<file path="src/logic/tlap_pkg.sv">
// Package for the torque limit and absolute position block.
// Assumes one 100 MHz control clock and a synchronous active-low reset.
package tlap_pkg;
    // Register byte offsets on the Avalon word bus
    localparam logic [5:0] OFS_FWD_INT = 6'h00;
    localparam logic [5:0] OFS_REV_INT = 6'h04;
    localparam logic [5:0] OFS_FWD_EXT = 6'h08;
    localparam logic [5:0] OFS_REV_EXT = 6'h0C;
    localparam logic [5:0] OFS_FWD_FRC = 6'h10;
    localparam logic [5:0] OFS_REV_FRC = 6'h14;
    localparam logic [5:0] OFS_CONFIG = 6'h18;
    localparam logic [5:0] OFS_PPR = 6'h1C;
    localparam logic [5:0] OFS_MAX_TRQ = 6'h20;
    localparam logic [5:0] OFS_STATUS = 6'h24;
    localparam logic [5:0] OFS_IRQ_STS = 6'h28;
    localparam logic [5:0] OFS_IRQ_MASK = 6'h2C;
    localparam logic [5:0] OFS_RESTART = 6'h30;
    localparam logic [5:0] OFS_POS_LO = 6'h34;
    localparam logic [5:0] OFS_POS_HI = 6'h38;
    // Ceilings in 1 % steps of rated torque or force
    localparam int CEIL_W = 10;
    localparam logic [9:0] CEIL_MAX = 10'h320;
    localparam logic [9:0] RST_INT_TRQ = 10'h320;
    localparam logic [9:0] RST_EXT = 10'h064;
    localparam logic [9:0] RST_INT_FRC = 10'h01E;
    localparam logic [9:0] RST_MAX_TRQ = 10'h12C;
    localparam logic [23:0] RST_PPR = 24'h100000;
    // CONFIG field positions
    localparam int CFG_LINEAR = 0;
    localparam int CFG_ENC_LO = 4;
    localparam int CFG_MAP_LO = 8;
    localparam int MAP_W = 3;
    localparam int NUM_PINS = 4;
    // Interrupt status bits
    localparam int IRQ_CLAMP_ON = 0;
    localparam int IRQ_CLAMP_OFF = 1;
    localparam int IRQ_W = 2;
    localparam int POS_W = 48;
    typedef enum logic [1:0] {
        TLAP_ENC_MULTI = 2'h0,
        TLAP_ENC_INCR = 2'h1,
        TLAP_ENC_SINGLE = 2'h2
    } tlap_enc_mode_t;
    typedef struct packed {
        logic valid;
        logic signed [15:0] torque;
    } tlap_cmd_t;
    typedef struct packed {
        logic valid;
        logic signed [15:0] multiturn;
        logic [23:0] pulse_pos;
    } tlap_enc_t;
endpackage

</file>
<file path="src/logic/tlap_top.sv">
// Torque ceiling selection, command clamp and absolute position word, with an Avalon-MM register slave.
// Assumes commands and encoder samples are synchronous to core_clk_i and arrive as one-cycle valid strobes.
// How it works
// - Forward and reverse internal torque ceilings, 0 to 800, reset 800, apply at once
// - Every ceiling counts in one percent steps of rated torque or force
// - Forward and reverse external ceilings, 0 to 800, reset 100, apply at once
// - Linear motor uses its own internal force ceilings, reset 30
// - Linear motor reuses the external ceiling registers as force ceilings
// - Clamped flag is high exactly while a ceiling limits the output
// - Clamped flag reaches a pin only when the pin mapping selects it
// - Encoder usage 0 multiturn, 1 incremental, 2 single-turn; takes effect on restart
// - Absolute modes report the encoder position directly, no origin return needed
// - Absolute position is multiturn times pulses per rotation plus pulse position
// - Single-turn mode forces the multiturn count to zero
// - Forward external input active selects smaller of internal and external forward
// - Reverse external input active selects smaller of internal and external reverse
// - No ceiling ever exceeds the motor maximum torque
module tlap_top (
    input wire logic core_clk_i,
    input wire logic resetn_i,
    input wire logic [5:0] avs_address_i,
    input wire logic avs_read_i,
    input wire logic avs_write_i,
    input wire logic [31:0] avs_writedata_i,
    input wire logic [3:0] avs_byteenable_i,
    output logic [31:0] avs_readdata_o,
    output logic avs_waitrequest_o,
    input wire tlap_pkg::tlap_cmd_t cmd_i,
    input wire logic fwd_external_limit_input_i,
    input wire logic rev_external_limit_input_i,
    output tlap_pkg::tlap_cmd_t cmd_o,
    output logic torque_clamped_flag_o,
    output logic [tlap_pkg::NUM_PINS-1:0] clamp_pin_o,
    input wire tlap_pkg::tlap_enc_t enc_i,
    output logic [tlap_pkg::POS_W-1:0] abs_pos_o,
    output logic abs_pos_valid_o,
    output logic irq_o
);
    logic [9:0] fwd_int_q, rev_int_q, fwd_ext_q, rev_ext_q, fwd_frc_q, rev_frc_q, max_trq_q;
    logic linear_q;
    logic [1:0] enc_sel_q;
    logic [tlap_pkg::MAP_W-1:0] output_pin_mapping_q;
    logic [23:0] ppr_q;
    tlap_pkg::tlap_enc_mode_t enc_mode_q;
    logic [tlap_pkg::IRQ_W-1:0] irq_sts_q, irq_mask_q, irq_set;
    logic ack_q;
    logic [31:0] rdata_q;
    logic req, wr_go, restart;
    logic [9:0] fwd_int, rev_int, fwd_sel, rev_sel, fwd_ceil, rev_ceil;
    logic signed [15:0] cmd_out_q;
    logic cmd_valid_q, clamped_q, fwd_hit, rev_hit;
    logic [31:0] wmask;
    logic signed [tlap_pkg::POS_W-1:0] raw_pos, base_q, pos_q;
    logic base_ok_q, pos_valid_q;

    // Bus slave: one wait cycle, answer on the second edge
    assign req = avs_read_i | avs_write_i;
    assign avs_waitrequest_o = req & ~ack_q;
    assign wr_go = avs_write_i & ack_q;
    assign restart = wr_go && avs_address_i == tlap_pkg::OFS_RESTART && avs_writedata_i[0] && avs_byteenable_i[0];
    assign avs_readdata_o = rdata_q;
    assign wmask = {{8{avs_byteenable_i[3]}}, {8{avs_byteenable_i[2]}}, {8{avs_byteenable_i[1]}},
                    {8{avs_byteenable_i[0]}}};

    function automatic logic [9:0] ceil_wr(input logic [9:0] old, input logic [31:0] wd, input logic [31:0] m);
        logic [31:0] v;
        v = (32'(old) & ~m) | (wd & m);
        // Writes beyond the settable range saturate at the top of the range
        ceil_wr = (v > 32'(tlap_pkg::CEIL_MAX)) ? tlap_pkg::CEIL_MAX : v[9:0];
    endfunction

    function automatic logic [9:0] min10(input logic [9:0] a, input logic [9:0] b);
        min10 = (a < b) ? a : b;
    endfunction

    always_ff @(posedge core_clk_i) begin
        if (!resetn_i) begin
            ack_q <= 1'b0;
        end else begin
            ack_q <= req & ~ack_q;
        end
    end

    always_ff @(posedge core_clk_i) begin
        if (!resetn_i) begin
            fwd_int_q <= tlap_pkg::RST_INT_TRQ;
            rev_int_q <= tlap_pkg::RST_INT_TRQ;
            fwd_ext_q <= tlap_pkg::RST_EXT;
            rev_ext_q <= tlap_pkg::RST_EXT;
            fwd_frc_q <= tlap_pkg::RST_INT_FRC;
            rev_frc_q <= tlap_pkg::RST_INT_FRC;
            max_trq_q <= tlap_pkg::RST_MAX_TRQ;
            ppr_q <= tlap_pkg::RST_PPR;
            linear_q <= 1'b0;
            enc_sel_q <= 2'h0;
            output_pin_mapping_q <= '0;
            irq_mask_q <= '0;
        end else if (wr_go) begin
            unique case (avs_address_i)
                tlap_pkg::OFS_FWD_INT: fwd_int_q <= ceil_wr(fwd_int_q, avs_writedata_i, wmask);
                tlap_pkg::OFS_REV_INT: rev_int_q <= ceil_wr(rev_int_q, avs_writedata_i, wmask);
                tlap_pkg::OFS_FWD_EXT: fwd_ext_q <= ceil_wr(fwd_ext_q, avs_writedata_i, wmask);
                tlap_pkg::OFS_REV_EXT: rev_ext_q <= ceil_wr(rev_ext_q, avs_writedata_i, wmask);
                tlap_pkg::OFS_FWD_FRC: fwd_frc_q <= ceil_wr(fwd_frc_q, avs_writedata_i, wmask);
                tlap_pkg::OFS_REV_FRC: rev_frc_q <= ceil_wr(rev_frc_q, avs_writedata_i, wmask);
                tlap_pkg::OFS_MAX_TRQ: max_trq_q <= ceil_wr(max_trq_q, avs_writedata_i, wmask);
                tlap_pkg::OFS_PPR: ppr_q <= (ppr_q & ~wmask[23:0]) | (avs_writedata_i[23:0] & wmask[23:0]);
                tlap_pkg::OFS_CONFIG: begin
                    if (avs_byteenable_i[0]) begin
                        linear_q <= avs_writedata_i[tlap_pkg::CFG_LINEAR];
                        enc_sel_q <= avs_writedata_i[tlap_pkg::CFG_ENC_LO +: 2];
                    end
                    if (avs_byteenable_i[1]) begin
                        output_pin_mapping_q <= avs_writedata_i[tlap_pkg::CFG_MAP_LO +: tlap_pkg::MAP_W];
                    end
                end
                tlap_pkg::OFS_IRQ_MASK: begin
                    if (avs_byteenable_i[0]) begin
                        irq_mask_q <= avs_writedata_i[tlap_pkg::IRQ_W-1:0];
                    end
                end
                default: ;
            endcase
        end
    end

    // Encoder usage only changes at restart; the stored selection waits until then
    always_ff @(posedge core_clk_i) begin
        if (!resetn_i) begin
            enc_mode_q <= tlap_pkg::TLAP_ENC_MULTI;
        end else if (restart) begin
            unique case (enc_sel_q)
                2'h1: enc_mode_q <= tlap_pkg::TLAP_ENC_INCR;
                2'h2: enc_mode_q <= tlap_pkg::TLAP_ENC_SINGLE;
                default: enc_mode_q <= tlap_pkg::TLAP_ENC_MULTI;
            endcase
        end
    end

    // Read data is captured on the first edge of the request, one edge before the answer
    always_ff @(posedge core_clk_i) begin
        if (!resetn_i) begin
            rdata_q <= '0;
        end else if (avs_read_i & ~ack_q) begin
            unique case (avs_address_i)
                tlap_pkg::OFS_FWD_INT: rdata_q <= 32'(fwd_int_q);
                tlap_pkg::OFS_REV_INT: rdata_q <= 32'(rev_int_q);
                tlap_pkg::OFS_FWD_EXT: rdata_q <= 32'(fwd_ext_q);
                tlap_pkg::OFS_REV_EXT: rdata_q <= 32'(rev_ext_q);
                tlap_pkg::OFS_FWD_FRC: rdata_q <= 32'(fwd_frc_q);
                tlap_pkg::OFS_REV_FRC: rdata_q <= 32'(rev_frc_q);
                tlap_pkg::OFS_MAX_TRQ: rdata_q <= 32'(max_trq_q);
                tlap_pkg::OFS_PPR: rdata_q <= 32'(ppr_q);
                tlap_pkg::OFS_CONFIG: rdata_q <= {21'h0, output_pin_mapping_q, 2'h0, enc_sel_q, 3'h0, linear_q};
                tlap_pkg::OFS_STATUS: rdata_q <= {27'h0, enc_mode_q, rev_hit, fwd_hit, clamped_q};
                tlap_pkg::OFS_IRQ_STS: rdata_q <= 32'(irq_sts_q);
                tlap_pkg::OFS_IRQ_MASK: rdata_q <= 32'(irq_mask_q);
                tlap_pkg::OFS_POS_LO: rdata_q <= pos_q[31:0];
                tlap_pkg::OFS_POS_HI: rdata_q <= {{16{pos_q[47]}}, pos_q[47:32]};
                default: rdata_q <= 32'h0;
            endcase
        end
    end

    // Ceiling selection
    assign fwd_int = linear_q ? fwd_frc_q : fwd_int_q;
    assign rev_int = linear_q ? rev_frc_q : rev_int_q;
    // External registers serve both motor kinds
    assign fwd_sel = fwd_external_limit_input_i ? min10(fwd_int, fwd_ext_q) : fwd_int;
    assign rev_sel = rev_external_limit_input_i ? min10(rev_int, rev_ext_q) : rev_int;
    assign fwd_ceil = min10(fwd_sel, max_trq_q);
    assign rev_ceil = min10(rev_sel, max_trq_q);
    assign fwd_hit = cmd_i.valid && cmd_i.torque > $signed({6'h0, fwd_ceil});
    assign rev_hit = cmd_i.valid && cmd_i.torque < -$signed({6'h0, rev_ceil});

    always_ff @(posedge core_clk_i) begin
        if (!resetn_i) begin
            cmd_out_q <= '0;
            cmd_valid_q <= 1'b0;
            clamped_q <= 1'b0;
        end else begin
            cmd_valid_q <= cmd_i.valid;
            if (cmd_i.valid) begin
                if (fwd_hit) begin
                    cmd_out_q <= $signed({6'h0, fwd_ceil});
                end else if (rev_hit) begin
                    cmd_out_q <= -$signed({6'h0, rev_ceil});
                end else begin
                    cmd_out_q <= cmd_i.torque;
                end
                // Held between commands so it tracks the torque actually applied
                clamped_q <= fwd_hit | rev_hit;
            end
        end
    end

    assign cmd_o.valid = cmd_valid_q;
    assign cmd_o.torque = cmd_out_q;
    assign torque_clamped_flag_o = clamped_q;

    // Mapping value 0 leaves every pin unused; value k from 1 to 4 drives pin k-1, values 5 to 7 drive no pin
    for (genvar p = 0; p < tlap_pkg::NUM_PINS; p++) begin : g_pin
        assign clamp_pin_o[p] = clamped_q && output_pin_mapping_q == tlap_pkg::MAP_W'(p + 1);
    end

    // Interrupts: set wins over a same-cycle write-one clear
    assign irq_set[tlap_pkg::IRQ_CLAMP_ON] = cmd_i.valid & (fwd_hit | rev_hit) & ~clamped_q;
    assign irq_set[tlap_pkg::IRQ_CLAMP_OFF] = cmd_i.valid & ~(fwd_hit | rev_hit) & clamped_q;

    always_ff @(posedge core_clk_i) begin
        if (!resetn_i) begin
            irq_sts_q <= '0;
        end else if (wr_go && avs_address_i == tlap_pkg::OFS_IRQ_STS && avs_byteenable_i[0]) begin
            irq_sts_q <= (irq_sts_q & ~avs_writedata_i[tlap_pkg::IRQ_W-1:0]) | irq_set;
        end else begin
            irq_sts_q <= irq_sts_q | irq_set;
        end
    end

    assign irq_o = |(irq_sts_q & irq_mask_q);

    function automatic logic signed [47:0] pos_mul(input logic signed [15:0] mt, input logic [23:0] ppr);
        logic signed [47:0] a, b;
        a = 48'(mt);
        b = $signed({24'h0, ppr});
        pos_mul = 48'(a * b);
    endfunction

    // Absolute position; the product fits in 40 bits of the 48-bit width
    always_comb begin
        raw_pos = (enc_mode_q == tlap_pkg::TLAP_ENC_SINGLE) ?
            $signed({24'h0, enc_i.pulse_pos}) :
            pos_mul(enc_i.multiturn, ppr_q) + $signed({24'h0, enc_i.pulse_pos});
    end

    always_ff @(posedge core_clk_i) begin
        if (!resetn_i) begin
            base_q <= '0;
            base_ok_q <= 1'b0;
            pos_q <= '0;
            pos_valid_q <= 1'b0;
        end else if (restart) begin
            base_ok_q <= 1'b0;
            pos_q <= '0;
            pos_valid_q <= 1'b0;
        end else if (enc_i.valid) begin
            pos_valid_q <= 1'b1;
            if (enc_mode_q == tlap_pkg::TLAP_ENC_INCR) begin
                // First sample after restart becomes the zero point
                if (!base_ok_q) begin
                    base_q <= raw_pos;
                    base_ok_q <= 1'b1;
                    pos_q <= '0;
                end else begin
                    pos_q <= raw_pos - base_q;
                end
            end else begin
                // Encoder keeps the stop position, so it is reported as is
                pos_q <= raw_pos;
            end
        end
    end

    assign abs_pos_o = pos_q;
    assign abs_pos_valid_o = pos_valid_q;
endmodule

</file>
<file path="config.mk">
export PLATFORM = sky130hd
export DESIGN_NAME = tlap_top
export DESIGN_NICKNAME = d
export VERILOG_FILES = /design/src/logic/tlap_pkg.sv /design/src/logic/tlap_top.sv
export SDC_FILE = /design/constraint.sdc
export NUM_CORES = 2
export LEC_CHECK = 0
export ABC_AREA = 0
export BUFFER_PORTS_ARGS = -buffer_cell sky130_fd_sc_hd__buf_2
export CORE_UTILIZATION = 41
export DETAILED_ROUTE_END_ITERATION = 10
export PLACE_DENSITY = 0.7
export SLEW_MARGIN = 25
export SYNTH_ARGS = -nofsm -noshare
export SYNTH_HDL_FRONTEND = slang
export SYNTH_SLANG_ARGS = --single-unit
</file>
<file path="constraint.sdc">
create_clock -name core_clk_i -period 21.8 [get_ports core_clk_i]
set_clock_uncertainty 0.05 [all_clocks]
set_input_delay 0 -clock core_clk_i [delete_from_list [all_inputs] [get_ports core_clk_i]]
set_output_delay 0 -clock core_clk_i [all_outputs]
set_load 0.01 [all_outputs]
</file>
==> results.json <==
{
  "outcome": "finished, violations left",
  "failed_checks": "hold timing",
  "grt_max_degree": 80,
  "ant_nets": 0,
  "cp-start-kind": "flip-flop",
  "endpoint_kind": "flip-flop",
  "worstPathArrival_ns": 10.99,
  "tightestPinTransition_ns": 1.02,
  "syn_area_mm2": 0.0290,
  "grt_usage_pct": 28.3,
  "grt-ovfl-total": 0,
  "final_cell_mix": "475 x inv_1, 393 x nand2_1, 331 x fa_1",
  "cts.clk_slew.worst_paths_ns": 0.07,
  "h-tree-depth": 1,
  "hold_class": "primary input to flip-flop",
  "max-cap-violations": 0,
  "cts_root_buffer": "clkbuf_16",
  "tns_ns": 0,
  "crit_type": "flip-flop to flip-flop",
  "wl_per_cell_um": 21.9,
  "whs_path_depth": 3,
  "dp.cells": 4538,
  "mostFrequentLayoutCell": "inv_1",
  "worst_slack_ns": 11.25,
  "timing_hold_violations_final": 1,
  "crit_top_cell": "fa_1",
  "synth_edf_count": 0,
  "vias": 27100,
  "rows": 97,
  "postSynthCellCount": 3544,
  "grt_pass1_vias": 26600,
  "drc_errors": 0,
  "cp_data_required_time_ns": 22.24,
  "hold_buffers": 69,
  "use_met1_pct": 38.7,
  "die_y_um": 268,
  "boundaryPins": 211,
  "p_leak_nw": 14.7,
  "total_power_w": 0.00154,
  "slowest_stage": "dfxtp_1",
  "cts_made_buffers": 27,
  "post-route-min-period_ns": 10.55,
  "dpl.hpwl_mm": 78.5,
  "syn_nets": 4234,
  "ys_warn_count": 0,
  "grt_antenna_before_repair": 2,
  "die_w_um": 268,
  "place_congestion": 1.01,
  "relSlewSlack_pct": 31.9,
  "rsz0062_at_grt": "no",
  "yosysSeqAreaShare_pct": 17.2,
  "finalSetupViolations": 0,
  "postCtsSetupBuffers": 0,
  "drive_above_1_share_pct": 9.12,
  "clock_latency_ns": 0.56,
  "cp_max_fo": 18,
  "port_buffers": 210,
  "ys_types": 78,
  "p_per_area_mw_per_mm2": 47.4,
  "rr_worst_depth": 30,
  "fin_util_pct": 46.4,
  "min_period_over_period_pct": 48.4,
  "fp.dieArea_mm2": 0.0719,
  "met2_usage_pct": 43.9,
  "via_per_inst": 5.81,
  "hold_slack_ns": -0.0162,
  "synth-seq-cells": 249,
  "cts_tree": "done",
  "async_reset_ff_share_pct": 0,
  "drt-initial-drc-count": 3030,
  "fmax_mhz": 94.8,
  "cpPeakStageDelay_ns": 0.90,
  "cts_resized": 0,
  "core_area_mm2": 0.0700,
  "nNetsFinal": 4387,
  "grt_util_met3_pct": 5.50,
  "drv_slew": 0,
  "area_growth_pct": 11.8,
  "finalNonFillerCells": 4658,
  "avgSynthCellArea_um2": 8.19,
  "peakVddDrop_mv": 0.0555,
  "grt_pass1_wl_mm": 156,
  "wl_mm": 102,
  "drt_pass1_iterations": 9,
  "clock_sinks": 249,
  "synth-main-ff-cell": "dfxtp_1",
  "clockBufferDepth": 3,
  "initial_utilization_pct": 41.5,
  "busiest_layer": "met2",
  "post-place-ws_ns": 11.40
}
worst paths after layout:
path                                   from                        endpoint  slack (ns)
max reg2reg                       flip-flop      abs_pos_o[46]$_SDFFE_PP0P_       11.25
min reg2reg  avs_readdata_o[1]$_SDFFE_PN0P_  avs_readdata_o[1]$_SDFFE_PN0P_        0.40
max                               flip-flop      abs_pos_o[46]$_SDFFE_PP0P_       11.25
min                                enc_i[9]          base_q[9]$_SDFFE_PN0P_       -0.02
metrics by stage:
step / cell area, µm² / hold WS, ns
2_1_floorplan: 29000 / 0.0741
3_3_place_gp: 30800 / 0.212
3_5_place_dp: 30900 / 0.208
4_1_cts: 32500 / 0.0109
5_1_grt: 32500 / 0.0497
6_report: 32500 / -0.0162
cell families after synthesis:
family,share of synthesized area (%)
muxes,2.30
DFF,17.2
AOI/OAI and AO/OA,17.9
and+or+nand+nor,17.8
buffers and inverters,8.79
adders and majority gates,33.7
xor gates and xnor gates,2.41
layout make-up:
cell class / count / area, µm²
Antenna cell: 1 / 2.50
Clock buffer: 35 / 726
Clock inverter: 14 / 179
Fill cell: 6824 / 37500
Inverter: 477 / 1790
Multi-Input combinational cell: 2621 / 21500
Sequential cell: 249 / 4980
Tap cell: 940 / 1180
Timing Repair Buffer: 321 / 2070
critical path, delay by kind of cell (launching register included):
kind | cells | cell delay (ns)
compound gates | 13 | 4.48
fa+ha+maj | 8 | 3.89
flops | 1 | 0.90
simple gates | 5 | 0.85
buf+inv | 3 | 0.16
xor+xnor | 1 | 0.14
cell usage after synthesis (14+ instances only):
cell	count	share of area, %
mux2_2	14	0.54
xor2_1	32	0.97
mux2i_1	48	1.7
a222oi_1	15	0.52
a21oi_1	204	3.5
a221oi_1	26	0.78
and2_1	180	3.9
nand4_1	19	0.41
a31oi_1	28	0.60
a221o_1	15	0.52
a22oi_1	81	2.1
o21ai_0	171	2.9
o211ai_1	14	0.36
clkbuf_1	180	2.3
nand2b_1	31	0.67
ha_1	253	11
nor2_1	271	3.5
nand2_1	393	5.1
a211oi_1	45	1.2
fa_1	331	23
xnor2_1	48	1.4
dfxtp_1	249	17
nand3_1	60	1.0
o21a_1	16	0.41
nor2b_1	16	0.34
a21o_1	38	0.98
inv_1	476	6.2
nor3_1	52	0.90
and3_1	18	0.39
registers in the layout, indices dropped and copies added, names as in the netlist, 16 cells and up, named ones only:
| name | cells |
|---|---|
| abs_pos_o | 48 |
| avs_readdata_o | 32 |
| base_q | 42 |
| cmd_out_q | 16 |
power by group:
part / leakage [nW] / internal, W / total, W / switching [W]
sequential: 2.03 / 0.000470 / 0.000490 / 0.0000197
clock: 0.443 / 0.000282 / 0.000486 / 0.000204
combinational: 12.3 / 0.000210 / 0.000563 / 0.000353
per-layer routing:
layer / wire length [µm] / vias up
met5: 13 / -
met4: 4500 / 2
met3: 11000 / 294
met2: 44500 / 1482
met1: 41900 / 13100
li1: - / 12200
No activity file was read; power rests on OpenSTA's default activity.
